--- config.mk ---
export PLATFORM = sky130hd
export DESIGN_NAME = ifc_interface_feature_config
export DESIGN_NICKNAME = d
export VERILOG_FILES = /design/src/ifc_pkg.sv /design/src/ifc_interface_feature_config.sv /design/src/ifc_state_mirror.sv
export SDC_FILE = /design/constraint.sdc
export NUM_CORES = 1
export LEC_CHECK = 0
export BUFFER_PORTS_ARGS = -buffer_cell sky130_fd_sc_hd__buf_2
export CORE_MARGIN = 2
export CORE_UTILIZATION = 26
export CTS_CLUSTER_DIAMETER = 80
export DETAILED_ROUTE_END_ITERATION = 8
export PLACE_DENSITY_LB_ADDON = 0.1
export SYNTH_ARGS = -nofsm -noshare
export SYNTH_HDL_FRONTEND = slang
export SYNTH_SLANG_ARGS = --single-unit
export TNS_END_PERCENT = 30
--- constraint.sdc ---
create_clock -name clock -period 1.95 [get_ports clock]
set_input_delay 0.39 -clock clock [delete_from_list [all_inputs] [get_ports clock]]
set_output_delay 0.39 -clock clock [all_outputs]
set_load 0.1 [all_outputs]
--- src/ifc_pkg.sv ---
package ifc_pkg;

  // ***************************************************
  // Register offsets (byte addresses)
  // ***************************************************
  localparam logic [15:0] HOST_INTERFACE_SELECT_OFS  = 16'h0140;
  localparam logic [15:0] CORE_FEATURE_CONFIG_OFS    = 16'h0141;
  localparam logic [15:0] STATE_REQUEST_REGISTER_OFS = 16'h0120;
  localparam logic [15:0] STATE_REPORT_REGISTER_OFS  = 16'h0130;

  // ***************************************************
  // Reset values
  // ***************************************************
  localparam logic [7:0] HOST_INTERFACE_SELECT_RST = 8'h00;
  localparam logic [7:0] STATE_REQUEST_RST         = 8'h00;
  localparam logic [7:0] STATE_REPORT_RST          = 8'h01;
  localparam logic       MIRROR_RST                = 1'b0;
  localparam logic       LINK_ALL_RST              = 1'b1;
  localparam logic [3:0] LINK_PORT_RST             = 4'hf;
  localparam logic       SYNC_OUT_RST              = 1'b0;
  localparam logic       LATCH_IN_RST              = 1'b0;
  localparam logic [7:0] UNMAPPED_READ             = 8'h00;

  // ***************************************************
  // Feature field positions
  // ***************************************************
  localparam int MIRROR_BIT   = 0;
  localparam int LINK_ALL_BIT = 1;
  localparam int SYNC_OUT_BIT = 2;
  localparam int LATCH_IN_BIT = 3;
  localparam int LINK_LO_BIT  = 4;
  localparam int LINK_HI_BIT  = 7;

  // ***************************************************
  // Interface select codes
  // ***************************************************
  localparam logic [7:0] SEL_NONE        = 8'h00;
  localparam logic [7:0] SEL_IN4         = 8'h01;
  localparam logic [7:0] SEL_OUT4        = 8'h02;
  localparam logic [7:0] SEL_IN2_OUT2    = 8'h03;
  localparam logic [7:0] SEL_DIGITAL_IO  = 8'h04;
  localparam logic [7:0] SEL_SPI_SLAVE   = 8'h05;
  localparam logic [7:0] SEL_OVERSAMPLE  = 8'h06;
  localparam logic [7:0] SEL_BRIDGE_P3   = 8'h07;
  localparam logic [7:0] SEL_MCU_FIRST   = 8'h08;
  localparam logic [7:0] SEL_MCU_LAST    = 8'h0b;
  localparam logic [7:0] SEL_IN32_OUT0   = 8'h10;
  localparam logic [7:0] SEL_IN24_OUT8   = 8'h11;
  localparam logic [7:0] SEL_IN16_OUT16  = 8'h12;
  localparam logic [7:0] SEL_IN8_OUT24   = 8'h13;
  localparam logic [7:0] SEL_IN0_OUT32   = 8'h14;
  localparam logic [7:0] SEL_ON_CHIP_BUS = 8'h80;

  // Silicon variant
  typedef enum logic {IFC_FIXED_SILICON, IFC_CORE} ifc_variant_t;

endpackage

--- src/ifc_interface_feature_config.sv ---
`timescale 1ns/1ps
// How it works
// - Select code 0x04 enables digital I/O, 0x05 SPI slave, 0x07 port-3 bridge.
// - Code 0x10 gives 32 inputs/0 outputs; 0x11 gives 24 inputs/8 outputs.
// - Mirror bit 0 clear: host sets report; set: report copies request.
// - Bit 1 set enables enhanced link on all ports, overriding bits 7:4.
// - Bits 4-7 enable enhanced link per port 0-3 while bit 1 clear.
// - Bit 2 clear powers down sync output unit; set runs it.
// - Bit 3 clear powers down latch input unit; set runs it.
// - Link bits 1 and 7:4 load from EEPROM only on first load.
// - Core: mirror set 1 after reset release with digital I/O, else strap with MCU/bus.
// - While mirroring, every network request write is taken and copied.
module ifc_interface_feature_config
  import ifc_pkg::*;
#(
  parameter ifc_variant_t VARIANT        = IFC_FIXED_SILICON,
  parameter logic [7:0]   CORE_SELECT    = SEL_DIGITAL_IO,
  parameter logic         CORE_SYNC_OUT  = 1'b1,
  parameter logic         CORE_LATCH_IN  = 1'b1,
  parameter int           LINK_PORTS     = 4
)(
  input  wire logic        clock,
  input  wire logic        reset,
  // Configuration EEPROM loader
  input  wire logic        eeprom_load,
  input  wire logic [15:0] eeprom_word0,
  input  wire logic        state_mirror_strap_pin,
  // Network side access
  input  wire logic        network_side_read,
  input  wire logic        network_side_write,
  input  wire logic [15:0] network_side_addr,
  input  wire logic [7:0]  network_side_wdata,
  output logic      [7:0]  network_side_rdata,
  // Host data port access
  input  wire logic        host_data_port_read,
  input  wire logic        host_data_port_write,
  input  wire logic [15:0] host_data_port_addr,
  input  wire logic [7:0]  host_data_port_wdata,
  output logic      [7:0]  host_data_port_rdata,
  // Decoded interface selection
  output logic             digital_io_enable,
  output logic             spi_slave_enable,
  output logic             bridge_port3_enable,
  output logic             oversample_enable,
  output logic             mcu_enable,
  output logic             on_chip_bus_enable,
  output logic             fixed_split_enable,
  output logic      [5:0]  fixed_input_count,
  output logic      [5:0]  fixed_output_count,
  // Feature controls
  output logic      [3:0]  link_enhanced,
  output logic             sync_out_run,
  output logic             latch_in_run,
  output logic             state_mirror_on,
  output logic      [7:0]  state_request,
  output logic      [7:0]  state_report
);

  // ***************************************************
  // Elaboration checks
  // ***************************************************
  if (LINK_PORTS != 4)
    $error("ifc_interface_feature_config: LINK_PORTS must be 4");

  // ***************************************************
  // Functions
  // ***************************************************
  function automatic logic [11:0] split_counts(input logic [7:0] code);
    logic [11:0] counts;
    counts = 12'h000;
    unique case (code)
      SEL_IN4:        counts = {6'd4,  6'd0};
      SEL_OUT4:       counts = {6'd0,  6'd4};
      SEL_IN2_OUT2:   counts = {6'd2,  6'd2};
      SEL_IN32_OUT0:  counts = {6'd32, 6'd0};
      SEL_IN24_OUT8:  counts = {6'd24, 6'd8};
      SEL_IN16_OUT16: counts = {6'd16, 6'd16};
      SEL_IN8_OUT24:  counts = {6'd8,  6'd24};
      SEL_IN0_OUT32:  counts = {6'd0,  6'd32};
      default:        counts = 12'h000;
    endcase
    return counts;
  endfunction

  function automatic logic is_split(input logic [7:0] code);
    return (code >= SEL_IN4 && code <= SEL_IN2_OUT2) ||
           (code >= SEL_IN32_OUT0 && code <= SEL_IN0_OUT32);
  endfunction

  function automatic logic is_mcu_or_bus(input logic [7:0] code);
    return (code >= SEL_MCU_FIRST && code <= SEL_MCU_LAST) ||
           (code == SEL_ON_CHIP_BUS);
  endfunction

  // ***************************************************
  // Configuration state
  // ***************************************************
  logic [7:0] host_interface_select;
  logic [7:0] core_feature_config;
  logic       first_load_done;
  logic       strap_taken;

  wire  [7:0] eeprom_select  = eeprom_word0[7:0];
  wire  [7:0] eeprom_feature = eeprom_word0[15:8];
  wire        is_core        = (VARIANT == IFC_CORE);

  // Core mirror value, picked once after reset release
  wire        core_mirror    =
    (CORE_SELECT == SEL_DIGITAL_IO)  ? 1'b1 :
    is_mcu_or_bus(CORE_SELECT)       ? state_mirror_strap_pin :
                                       MIRROR_RST;

  // Link bits only on the first load, so a reload cannot drop links
  wire        take_link      = eeprom_load && !first_load_done;
  wire        take_silicon   = eeprom_load && !is_core;

  wire        next_mirror    =
    (is_core && !strap_taken) ? core_mirror :
    take_silicon ? eeprom_feature[MIRROR_BIT] :
    core_feature_config[MIRROR_BIT];
  wire        next_sync      =
    take_silicon ? eeprom_feature[SYNC_OUT_BIT] :
    core_feature_config[SYNC_OUT_BIT];
  wire        next_latch     =
    take_silicon ? eeprom_feature[LATCH_IN_BIT] :
    core_feature_config[LATCH_IN_BIT];
  wire        next_link_all  =
    take_link ? eeprom_feature[LINK_ALL_BIT] :
    core_feature_config[LINK_ALL_BIT];
  wire  [3:0] next_link_port =
    take_link ? eeprom_feature[LINK_HI_BIT:LINK_LO_BIT] :
    core_feature_config[LINK_HI_BIT:LINK_LO_BIT];
  wire  [7:0] next_select    =
    take_silicon ? eeprom_select : host_interface_select;

  // ***************************************************
  // Registers: only reset, the loader and the core parameters and strap write them
  // ***************************************************
  always_ff @(posedge clock or posedge reset)
  begin
    if (reset)
    begin
      host_interface_select <= HOST_INTERFACE_SELECT_RST;
      core_feature_config   <= {LINK_PORT_RST, LATCH_IN_RST,
                                SYNC_OUT_RST, LINK_ALL_RST, MIRROR_RST};
      first_load_done       <= 1'b0;
      strap_taken           <= 1'b0;
    end
    else
    begin
      host_interface_select <= is_core ? CORE_SELECT : next_select;
      core_feature_config   <= {next_link_port,
                                is_core ? CORE_LATCH_IN : next_latch,
                                is_core ? CORE_SYNC_OUT : next_sync,
                                next_link_all, next_mirror};
      first_load_done       <= first_load_done | eeprom_load;
      strap_taken           <= 1'b1;
    end
  end

  // ***************************************************
  // Interface decode
  // ***************************************************
  wire [11:0] counts = split_counts(host_interface_select);

  assign digital_io_enable   = host_interface_select == SEL_DIGITAL_IO;
  assign spi_slave_enable    = host_interface_select == SEL_SPI_SLAVE;
  assign bridge_port3_enable = host_interface_select == SEL_BRIDGE_P3;
  assign oversample_enable   = host_interface_select == SEL_OVERSAMPLE;
  assign mcu_enable          = is_mcu_or_bus(host_interface_select) &&
                               host_interface_select != SEL_ON_CHIP_BUS;
  assign on_chip_bus_enable  = host_interface_select == SEL_ON_CHIP_BUS;
  assign fixed_split_enable  = is_split(host_interface_select);
  assign fixed_input_count   = counts[11:6];
  assign fixed_output_count  = counts[5:0];

  // ***************************************************
  // Feature decode
  // ***************************************************
  wire link_all = core_feature_config[LINK_ALL_BIT];

  assign link_enhanced   = link_all ? 4'hf
                         : core_feature_config[LINK_HI_BIT:LINK_LO_BIT];
  assign sync_out_run    = core_feature_config[SYNC_OUT_BIT];
  assign latch_in_run    = core_feature_config[LATCH_IN_BIT];
  assign state_mirror_on = core_feature_config[MIRROR_BIT];

  // ***************************************************
  // State request and report pair
  // ***************************************************
  wire net_request_write  = network_side_write &&
                            network_side_addr == STATE_REQUEST_REGISTER_OFS;
  wire host_report_write  = host_data_port_write &&
                            host_data_port_addr == STATE_REPORT_REGISTER_OFS;

  ifc_state_mirror u_mirror
  (
    .clock         (clock),
    .reset         (reset),
    .mirror_on     (state_mirror_on),
    .request_write (net_request_write),
    .request_data  (network_side_wdata),
    .report_write  (host_report_write),
    .report_data   (host_data_port_wdata),
    .state_request (state_request),
    .state_report  (state_report)
  );

  // ***************************************************
  // Read ports
  // ***************************************************
  function automatic logic [7:0] read_mux(input logic [15:0] addr);
    logic [7:0] data;
    data = UNMAPPED_READ;
    unique case (addr)
      HOST_INTERFACE_SELECT_OFS:  data = host_interface_select;
      CORE_FEATURE_CONFIG_OFS:    data = core_feature_config;
      STATE_REQUEST_REGISTER_OFS: data = state_request;
      STATE_REPORT_REGISTER_OFS:  data = state_report;
      default:                    data = UNMAPPED_READ;
    endcase
    return data;
  endfunction

  wire [7:0] next_net_rdata  = network_side_read ?
                               read_mux(network_side_addr) : network_side_rdata;
  wire [7:0] next_host_rdata = host_data_port_read ?
                               read_mux(host_data_port_addr) :
                               host_data_port_rdata;

  // Read data held until the next read, so a slow reader needs no strobe
  always_ff @(posedge clock or posedge reset)
  begin
    if (reset)
    begin
      network_side_rdata   <= UNMAPPED_READ;
      host_data_port_rdata <= UNMAPPED_READ;
    end
    else
    begin
      network_side_rdata   <= next_net_rdata;
      host_data_port_rdata <= next_host_rdata;
    end
  end

endmodule // ifc_interface_feature_config

--- src/ifc_state_mirror.sv ---
`timescale 1ns/1ps
module ifc_state_mirror
  import ifc_pkg::*;
(
  input  wire logic       clock,
  input  wire logic       reset,
  input  wire logic       mirror_on,
  input  wire logic       request_write,
  input  wire logic [7:0] request_data,
  input  wire logic       report_write,
  input  wire logic [7:0] report_data,
  output logic      [7:0] state_request,
  output logic      [7:0] state_report
);

  // ***************************************************
  // Next values
  // ***************************************************
  // Host writes lose when mirroring, so the report never splits
  wire       host_sets   = report_write && !mirror_on;
  wire       net_copies  = request_write && mirror_on;
  wire [7:0] next_report = net_copies ? request_data
                         : host_sets  ? report_data
                         : state_report;

  always_ff @(posedge clock or posedge reset)
  begin
    if (reset)
    begin
      state_request <= STATE_REQUEST_RST;
      state_report  <= STATE_REPORT_RST;
    end
    else
    begin
      if (request_write)
        state_request <= request_data;
      state_report <= next_report;
    end
  end

endmodule // ifc_state_mirror

==> results.txt, run 1 <==
Status - complete, but fails checks
Worst path max stage delay - 0.58 ns
Later-pin clock latency in the skew report - 0.29 ns
CTS tree - done
Die area - 0.01255 mm²
Max-cap check violation count - 0
Comb pwr share - 26.9%
Clock slew at reported path FFs - 0.07 ns
Synth area leaders - dfrtp_1, mux2_2, mux2i_1
Slowest CP cell - or4_4
Critical-path maximum fanout - 4
Post-Syn Area - 0.003033 mm²
Num Clock Sinks - 49
Crit Path Class - reg2out
Gr usage total - 15.48%
Routed via count - 2772
Routed wire length - 9632 µm
Final setup fails - 17
# IOs - 130
Placed Cells - 580
Cell area power density - 602.6 mW/mm²
Layout net count - 521
Final worst slack - -0.3454 ns
Leakage power - 2.115 nW
Drt pass-1 iters - 4
Startpoint Class - register
Most frequent cells in the layout - buf_2, dfrtp_1, buf_4
Effective utilization at floorplan - 26.56%
Net Sw Power - 0.0009304 W
Commonest non-fill, non-tap cell in the layout - buf_2
WL per Instance - 16.38 µm
Layout cells sized above 1 - 56.85%
Worst ir drop on vdd - 0.3962 mV
Core area - 0.01142 mm²
Delay-heaviest family, CP - simple AND/OR/NAND/NOR gates
Endpoints failing hold - 0
Ant. Diodes - 0
Cell count along the critical path - 4
Primary FF master, synth - dfrtp_1
Die height - 112.0 µm
Switch share - 34.11%
Layout Skew - 0.005527 ns
Tcrit/Tclk final - 117.7%
DP HPWL - 7773 µm
Post-synthesis sequential area ratio - 40.68%
Die outline width - 112.0 µm
Part of the power in the clock network - 31.9%
RSZ-0062 raised after global routing - yes
Hold_buf cts - 0
CP Data Required Time - 1.56 ns
Cells after Synth - 297
Sequential share of power - 41.2%
Area leader, netlist - dfrtp_1
Worst Hold Class - in2async
H-Tree Depth - 2
Gpl congestion - 0.7305
FMAX - 0.4357 GHz
Crit-path cells - or4_4, nor3b_4, and2_4, buf_12
First-pass GRT wire length - 15390 µm
Antenna Violating Nets Remaining - 0
Final core occ - 39.65%
Root buf cell - clkbuf_16
Power Internal - 0.001797 W
Grt total ovfl - 0
Critical path arrival - 1.91 ns
Via density - 4.714
Slew Viols, Final - 0
Avg Cell Area, Syn - 10.21 µm²
Async SR Flop Fraction - 100.0%
Synth top area share - 35.48%
Clock Path Buffers - 2
Final TNS setup - -3.797 ns
Initial antenna violation count - 0
Synth Register Bits - 49
Synth-to-Final Area Change - 49.26%
Crit path time final - 2.295 ns
Reg2reg path depth - 4
Number of buffers created by CTS - 5
Site Rows - 39
Ys Warns - 0
Slew of the pin with the lowest slew margin - 0.5212 ns
CP bufs+invs - 1
Critical Path End Type - output pin
Starting DRT DRC Count - 163
Slew margin rel. - 65.49%
Cell variety after synth - 42
Post-CTS Setup Bufs - 0
Number of flops mapped to enable cells by yosys - 0
DRC Markers - 0
Final std cells w/o fill - 588
Failing checks - setup timing
PortBufs - 126
Vias in the first global route - 2871
Largest net degree at the start of global routing - 36
## cell usage after synthesis, types with 3 or more instances
master,instances
clkbuf_1,10
nand2_1,16
inv_1,11
mux2i_1,16
mux2_2,28
or4_1,4
nor2_1,11
buf_4,5
dfrtp_1,43
nor3_1,3
o22ai_1,8
nor4b_1,8
a22oi_1,7
nand3_1,17
buf_1,3
mux2_4,8
or2_2,5
a21oi_1,9
and2_1,11
dfstp_2,6
ha_1,5
o21ai_0,20
buf_6,3
nor3b_1,3
and3_1,7
a31oi_1,8
## final cells by class
class | instances | area, µm²
inverter | 11 | 41.29
fill | 1175 | 6892
sequential | 49 | 1237
tap | 143 | 178.9
multi-input combinational | 216 | 1764
timing repair buffer | 161 | 1165
clock inverter | 1 | 7.507
clock buffer | 7 | 132.6
## per-stage QoR
step / hold WS [ns] / instance area, µm² / setup slack [ns] / power (W)
after floorplan: 0.4375 / 3132 / -0.2998 / 0.001624
after global placement: 0.3962 / 4322 / -0.2643 / 0.001861
after detailed placement: 0.4033 / 4322 / -0.2753 / 0.001867
after CTS: 0.09115 / 4492 / -0.3508 / 0.002758
after global routing: 0.1121 / 4527 / -0.4378 / 0.002866
final: 0.07537 / 4527 / -0.3454 / 0.002728
## flip-flops by register name (all words and copies together) (netlist names)
name and count:
first_load_done 1, host_interface_select 8, host_data_port_rdata 8, network_side_rdata 8, core_feature_config 8, u_mirror.state_request 8, u_mirror.state_report 8
## power by group through the flow
stage	clock network (W)	registers (W)	logic (W)
after floorplan	0	0.00126	0.000364
after global placement	0	0.00114	0.000720
after detailed placement	0	0.00114	0.000726
after CTS	0.000900	0.00112	0.000734
after global routing	0.000951	0.00113	0.000782
final	0.000870	0.00112	0.000734
## kinds of logic after synthesis
kind of cell,after synthesis,share of synthesized area (%)
buffers and inverters,33,5.487
other,1,0.1236
AO/OA/AOI/OAI,54,10.36
AND/OR/NAND/NOR,103,21.66
multiplexers,52,19.64
adder cells (fa/ha/maj),5,2.063
flip-flops,49,40.68
## worst paths after layout
path	start	endpoint	slack [ns]
min reg2reg	first_load_done$_DFF_PP0_	first_load_done$_DFF_PP0_	0.46
max in group asynchronous	reset	u_mirror.state_report[0]$_DFFE_PP1P_	1.28
min	reset	host_interface_select[4]$_DFFE_PP0P_	0.08
max	host_interface_select[6]$_DFFE_PP0P_	fixed_output_count[3]	-0.35
max reg2reg	core_feature_config[0]$_DFFE_PP0P_	u_mirror.state_report[7]$_DFFE_PP0P_	0.56
min in group clock	eeprom_word0[0]	host_interface_select[0]$_DFFE_PP0P_	0.31
## worst register-to-register path: cells and delay by family (launching register included)
kind                   cells  cell delay [ns]
AOI/OAI and AO/OA          2             0.36
buffers and inverters      1             0.20
DFF                        1             0.42
and+or+nand+nor            1             0.29
## timing repair
item                                    in CTS  in global routing
endpoints found under the setup margin      17                 30
resized for setup                            8                 10
pin swaps                                    7                  4
## routing by layer
layer / track usage [%] / share of wire (%) / vias up
li1: - / - / 1371
met1: 21.88 / 46 / 1303
met2: 24.89 / 47 / 92
met3: 3.321 / 6.7 / 6
met4: 2.602 / 0.77 / 0
met5: 0 / 0 / -
Power figures use the tool's default switching activity.
==> run 2: changes to the inputs <==
CORE_UTILIZATION = 43   (was 26)
SKIP_LAST_GASP = 1   (was not set)
SYNTH_HIERARCHICAL = 1   (was not set)
==> run 2 against run 1 <==
Effect of this change: sequential share of layout area rose by 1.1 points; clock power fell by 32%; die area fell by 41%; count of clock-buffer cells in the layout did not move; non-clock buffer count rose by 3; combinational power fell by 17%; cell count fell by 16%; core utilization rose by 27 points; clock skew rose by 0.0048 ns; the flow still finishes with violations (setup timing).
==> results.txt, run 2 <==
Status - complete, but fails checks
Failing checks - setup timing
Net Sw Power - 0.0007708 W (-17%)
Power, Total - 0.002311 W (-15%)
Async SR Flop Fraction - 100.0% (unchanged)
Drt pass-1 iters - 5 (+1)
Startpoint Class - register
Tcrit/Tclk final - 111.2% (-6.5 points)
Worst Hold Class - in2async
Site Rows - 29 (-26%)
Commonest non-fill, non-tap cell in the layout - buf_2
H-Tree Depth - 2 (unchanged)
Most frequent cells in the layout - buf_2, dfrtp_1, buf_4
Area share of and/or/nand/nor cells after synthesis - 18.47% (-3.2 points)
Vias in the first global route - 2541 (-11%)
Synth-to-Final Area Change - 49.03%
Number of flops mapped to enable cells by yosys - 0 (unchanged)
Effective utilization at floorplan - 45.00% (+18 points)
Layout net count - 493 (-5.4%)
Reg2reg setup slack - 0.48 ns (-0.08 ns)
Die height - 86.22 µm (-23%)
First-pass GRT wire length - 12800 µm (-17%)
Gpl congestion - 0.8417 (+15%)
Area leader, netlist - dfrtp_1
Synth top area share - 37.02% (+1.5 points)
Worst Hold Slack - 0.1458 ns (+0.07045 ns)
Adder-Cell Fraction of Synth Area - 2.152% (+0.090 points)
Slew of the pin with the lowest slew margin - 0.6215 ns (+0.1003 ns)
Power Internal - 0.001540 W (-14%)
Post-synth top cells - dfrtp_1, mux2_2, mux2i_1, inv_1
Root buf cell - clkbuf_8
Number of buffers created by CTS - 5 (unchanged)
Routed wire length - 8028 µm (-17%)
Die area - 0.007433 mm² (-41%)
Worst ir drop on vdd - 0.2736 mV (-31%)
# IOs - 130 (unchanged)
Ant. Diodes - 0 (unchanged)
Num Clock Sinks - 49 (unchanged)
CTS tree - done
DP HPWL - 6352 µm (-18%)
Post-synthesis sequential area ratio - 42.45% (+1.8 points)
WL per Instance - 16.25 µm (-0.79%)
Largest family of logic cells by synthesized area - multiplexers
Reg2reg end - u_mirror/state_report[2]$_DFFE_PP0P_
Comb pwr share - 26.3% (-0.6 points)
Routed via count - 2636 (-4.9%)
Avg Cell Area, Syn - 10.97 µm² (+7.4%)
Clock Path Buffers - 2 (unchanged)
Sequential share of power - 48.0% (+6.8 points)
Ys Warns - 6 (+6)
Later-pin clock latency in the skew report - 0.31 ns (+0.02 ns)
Initial antenna violation count - 0 (unchanged)
Reg2reg path depth - 3 (-1)
Final setup fails - 17 (unchanged)
Critical path arrival - 1.78 ns (-0.13 ns)
Post-Synth XOR/XNOR Area - 0% (unchanged)
Primary FF master, synth - dfrtp_1
Layout Skew - 0.01032 ns (+0.004797 ns)
Largest net degree at the start of global routing - 21 (-42%)
Switch share - 33.36% (-0.75 points)
Crit path time final - 2.169 ns (-0.1266 ns)
Part of the power in the clock network - 25.7% (-6.2 points)
Layout cells sized above 1 - 60.43% (+3.6 points)
Critical Path End Type - output pin
Gr usage total - 21.88% (+6.4 points)
CP Data Required Time - 1.56 ns (about the same)
PortBufs - 126 (unchanged)
DRC Markers - 0 (unchanged)
Cell variety after synth - 47 (+12%)
Clock slew at reported path FFs - 0.09 ns (+0.02 ns)
Post-Syn Area - 0.002907 mm² (-4.2%)
Antenna Violating Nets Remaining - 0 (unchanged)
Via density - 5.336 (+13%)
Slew Viols, Final - 0 (unchanged)
Die outline width - 86.22 µm (-23%)
Cells after Synth - 265 (-11%)
Cell area power density - 533.4 mW/mm² (-11%)
Final core occ - 67.07% (+27 points)
Max-cap check violation count - 0 (unchanged)
Count leader, synth - dfrtp_1
Endpoints failing hold - 0 (unchanged)
Synth Area in Compound Gates - 12.31% (+2.0 points)
RSZ-0062 raised after global routing - yes
Post-synthesis mux area share - 18.64% (-1.0 points)
Grt total ovfl - 0 (unchanged)
FMAX - 0.4611 GHz (+5.8%)
Core area - 0.006459 mm² (-43%)
Slew margin rel. - 58.52% (-7.0 points)
Crit Path Class - reg2out
Worst reg2reg startpoint - core_feature_config[0]$_DFFE_PP0P_
Synth Register Bits - 49 (unchanged)
Hold_buf cts - 0 (unchanged)
Critical-path maximum fanout - 4 (unchanged)
Synth area leaders - dfrtp_1, mux2_2, mux2i_1
Final TNS setup - -2.533 ns (+1.264 ns)
Leakage power - 2.205 nW (+4.3%)
Starting DRT DRC Count - 97 (-40%)
Final worst slack - -0.2188 ns (+0.1266 ns)
## run 2: final cells by class
type                    instances  area, µm²
clock buffers                   7      76.32
clock inverters                 1      7.507
fillers                       518       2127
inverters                      15      56.30
multi-input cells             181       1683
flip-flops and latches         49       1234
well taps                      77      96.34
repair buffers                164       1179
## run 2: power by group through the flow
stage               clock [W]  sequential (W)  combinational [W]
floorplan                   0         0.00117           0.000333
global placement            0         0.00112           0.000564
detailed placement          0         0.00112           0.000567
CTS                  0.000608         0.00111           0.000594
global route         0.000648         0.00112           0.000643
finish               0.000593         0.00111           0.000607
## run 2: routing by layer
layer | global-route usage [%] | vias up | part of all wire (%) | wire length (µm)
li1 | - | 1280 | - | -
met3 | 4.667 | 13 | 6.7 | 537
met4 | 5.682 | 0 | 1.7 | 140
met5 | 0 | - | 0 | 0
met1 | 30.42 | 1242 | 45 | 3575
met2 | 35.02 | 101 | 47 | 3775
## run 2: what timing repair did
item                                    4_1_cts  5_1_grt
endpoints found under the hold margin         0        0
cloned                                        0        0
pin swaps                                     6        2
endpoints found under the setup margin       17       17
setup buffers                                 2        3
gates resized for setup                      17        6
## run 2: metrics by stage
step	area [µm²]	setup slack (ns)	cells
after floorplan	3058	-0.4411	266
after global placement	4124	-0.1772	481
after detailed placement	4124	-0.1796	481
after CTS	4290	-0.1962	491
after global routing	4332	-0.2638	494
final	4332	-0.2188	494
## run 2: critical path, stage by stage (launching register included)
cell	delay [ns]
dfrtp_1	0.38
or3_4	0.44
nor4_2	0.16
buf_4	0.16
and2_4	0.16
buf_12	0.17
## run 2: worst max-delay path by stage
stage | start | cells after the start | slack [ns] | to
final | host_interface_select[6]$_DFFE_PP0P_ | 5 | -0.22 | fixed_output_count[1]
after global routing | host_interface_select[6]$_DFFE_PP0P_ | 5 | -0.26 | fixed_output_count[1]
after CTS | host_interface_select[6]$_DFFE_PP0P_ | 5 | -0.20 | fixed_output_count[1]
after detailed placement | network_side_addr[11] | 5 | -0.18 | u_mirror/state_request[4]$_DFFE_PP0P_
after global placement | network_side_addr[11] | 5 | -0.18 | u_mirror/state_request[3]$_DFFE_PP0P_
after floorplan | host_interface_select[6]$_DFFE_PP0P_ | 3 | -0.44 | fixed_split_enable
## run 2: logic make-up (layout without fill, tap and decap cells)
kind of cell | count (synthesis) | after routing
buffers and inverters | 36 | 187
DFF | 49 | 49
muxes | 50 | 50
other | 1 | 2
AOI/OAI and AO/OA | 50 | 50
adders and majority gates | 5 | 5
and+or+nand+nor | 74 | 74
==> run 3: changes to the inputs <==
MAX_ROUTING_LAYER = met4   (was not set)
==> run 3 against run 2 <==
Effect of this change: combinational power about the same; clock skew about the same; hold slack got worse by 0.0043 ns; via count increased by 0.27%; largest power group unchanged; non-clock buffer count unchanged; the run still ends with setup timing left; fmax about the same; sequential share of layout area unchanged; wire length about the same; die area unchanged; count of clock-buffer cells in the layout unchanged.
==> results.txt, run 3 (synthesis gave the netlist of run 2 again) <==
Die outline width - 86.22 µm (unchanged)
FMAX - 0.4613 GHz (about the same)
Grt total ovfl - 0 (unchanged)
Crit-path cells - or3_4, nor4_2, buf_4, and2_4, buf_12
Critical-path maximum fanout - 4 (unchanged)
Root buf cell - clkbuf_8
Status - complete, but fails checks
Final setup fails - 17 (unchanged)
Worst Hold Slack - 0.1415 ns (-0.004333 ns)
Initial antenna violation count - 0 (unchanged)
Layout Skew - 0.01006 ns (-0.0002606 ns)
Critical Path End Type - output pin
Slowest CP cell - or3_4
CTS tree - done
Starting DRT DRC Count - 79 (-19%)
Commonest non-fill, non-tap cell in the layout - buf_2
Die area - 0.007433 mm² (unchanged)
# IOs - 130 (unchanged)
Startpoint Class - register
Slew of the pin with the lowest slew margin - 0.6217 ns (+0.0001603 ns)
Crit Path Class - reg2out
Delay-heaviest family, CP - simple AND/OR/NAND/NOR gates
Die height - 86.22 µm (unchanged)
Largest net degree at the start of global routing - 21 (unchanged)
Final worst slack - -0.2178 ns (+0.0009670 ns)
DP HPWL - 6352 µm (unchanged)
Slew margin rel. - 58.51% (about the same)
Vias in the first global route - 2543 (+0.079%)
Site Rows - 29 (unchanged)
Num Clock Sinks - 49 (unchanged)
Effective utilization at floorplan - 45.00% (unchanged)
Most frequent cells in the layout - buf_2, dfrtp_1, buf_4
Final TNS setup - -2.518 ns (+0.01501 ns)
Worst ir drop on vdd - 0.2732 mV (-0.15%)
CP bufs+invs - 2 (unchanged)
Gr usage total - 22.55% (+0.67 points)
Final Instance Area - 0.004332 mm² (unchanged)
Core area - 0.006459 mm² (unchanged)
DRC Markers - 0 (unchanged)
Via density - 5.350 (+0.27%)
Fillcell total - 518 (unchanged)
Failing checks - setup timing
RSZ-0062 raised after global routing - yes
Gpl congestion - 0.8548 (+1.6%)
Start point of the critical path - host_interface_select[6]$_DFFE_PP0P_
Leakage power - 2.205 nW (unchanged)
Placed instance area - 0.004124 mm² (unchanged)
Cell area power density - 533.7 mW/mm² (about the same)
Ant. Diodes - 0 (unchanged)
Worst reg2reg startpoint - core_feature_config[0]$_DFFE_PP0P_
Drt pass-1 iters - 4 (-1)
Worst path max stage delay - 0.44 ns (about the same)
First-pass GRT wire length - 12810 µm (+0.11%)
Place WS - -0.1796 ns (unchanged)
Clock slew at reported path FFs - 0.09 ns (about the same)
Endpoints failing hold - 0 (unchanged)
Worst Hold Class - in2async
PortBufs - 126 (unchanged)
Layout net count - 493 (unchanged)
CP Data Required Time - 1.56 ns (about the same)
Routed via count - 2643 (+0.27%)
Hold_buf cts - 0 (unchanged)
Clock Path Buffers - 2 (unchanged)
Critical path arrival - 1.78 ns (about the same)
Synth-to-Final Area Change - 49.03% (unchanged)
Crit path time final - 2.168 ns (-0.0009670 ns)
Routed wire length - 8029 µm (about the same)
Number of buffers created by CTS - 5 (unchanged)
WL per Instance - 16.25 µm (about the same)
Antenna Violating Nets Remaining - 0 (unchanged)
Layout cells sized above 1 - 60.43% (unchanged)
Tcrit/Tclk final - 111.2% (about the same)
Later-pin clock latency in the skew report - 0.31 ns (about the same)
H-Tree Depth - 2 (unchanged)
Slew Viols, Final - 0 (unchanged)
Max-cap check violation count - 0 (unchanged)
[run 3: final timing paths]
kind                                                              end  slack [ns]  depth (start not counted)
worst max-delay path                            fixed_output_count[1]       -0.22                          5
max in group asynchronous       u_mirror/state_request[2]$_DFFE_PP0P_        1.39                          2
worst min-delay path                network_side_rdata[5]$_DFFE_PP0P_        0.14                          3
worst min register to register              first_load_done$_DFF_PP0_        0.47                          1
min in group clock                 core_feature_config[2]$_DFFE_PP0P_        0.31                          2
worst max register to register   u_mirror/state_report[2]$_DFFE_PP0P_        0.48                          3
[run 3: layout make-up]
type	count	area (µm²)	share of cell area (%)
multi-input cells	181	1683	38.85
flip-flops and latches	49	1234	28.48
repair buffers	164	1179	27.21
well taps	77	96.34	2.224
clock buffers	7	76.32	1.762
inverters	15	56.30	1.300
clock inverters	1	7.507	0.1733
[run 3: stage by stage]
stage	power [W]	cells	utilization [%]
detailed placement	0.001692	481	63.85
finish	0.002312	494	67.07
global route	0.002406	494	67.07
CTS	0.002309	491	66.43
global placement	0.001687	481	63.85
floorplan	0.001498	266	-
[run 3: worst register-to-register path, stage by stage (launching register included)]
cell	delay [ns]
dfrtp_1	0.53
buf_4	0.24
mux2i_2	0.46
a211o_1	0.19
[run 3: repair_timing]
action                                  in CTS  in global routing
buffers inserted                             2                  3
pin swaps                                    6                  2
endpoints found under the setup margin      17                 17
gates resized for setup                     17                  6
[run 3: report_power, final]
group / total [W] / internal, W / switching [W] / leakage [nW]
Sequential: 0.00111 / 0.00106 / 0.0000502 / 0.634
Combinational: 0.000608 / 0.000226 / 0.000382 / 1.53
Clock: 0.000594 / 0.000254 / 0.000340 / 0.0385
Total: 0.00231 / 0.00154 / 0.000772 / 2.21
[run 3: metal layers]
metal  part of all wire (%)  wire, µm  GRT usage [%]  up-vias
li1                       -         -              -     1280
met1                     45      3585          30.72     1238
met2                     47      3773          35.02      111
met3                    6.4       516          4.286       14
met4                    1.9       153          5.682        0
met5                      0         0              -        -
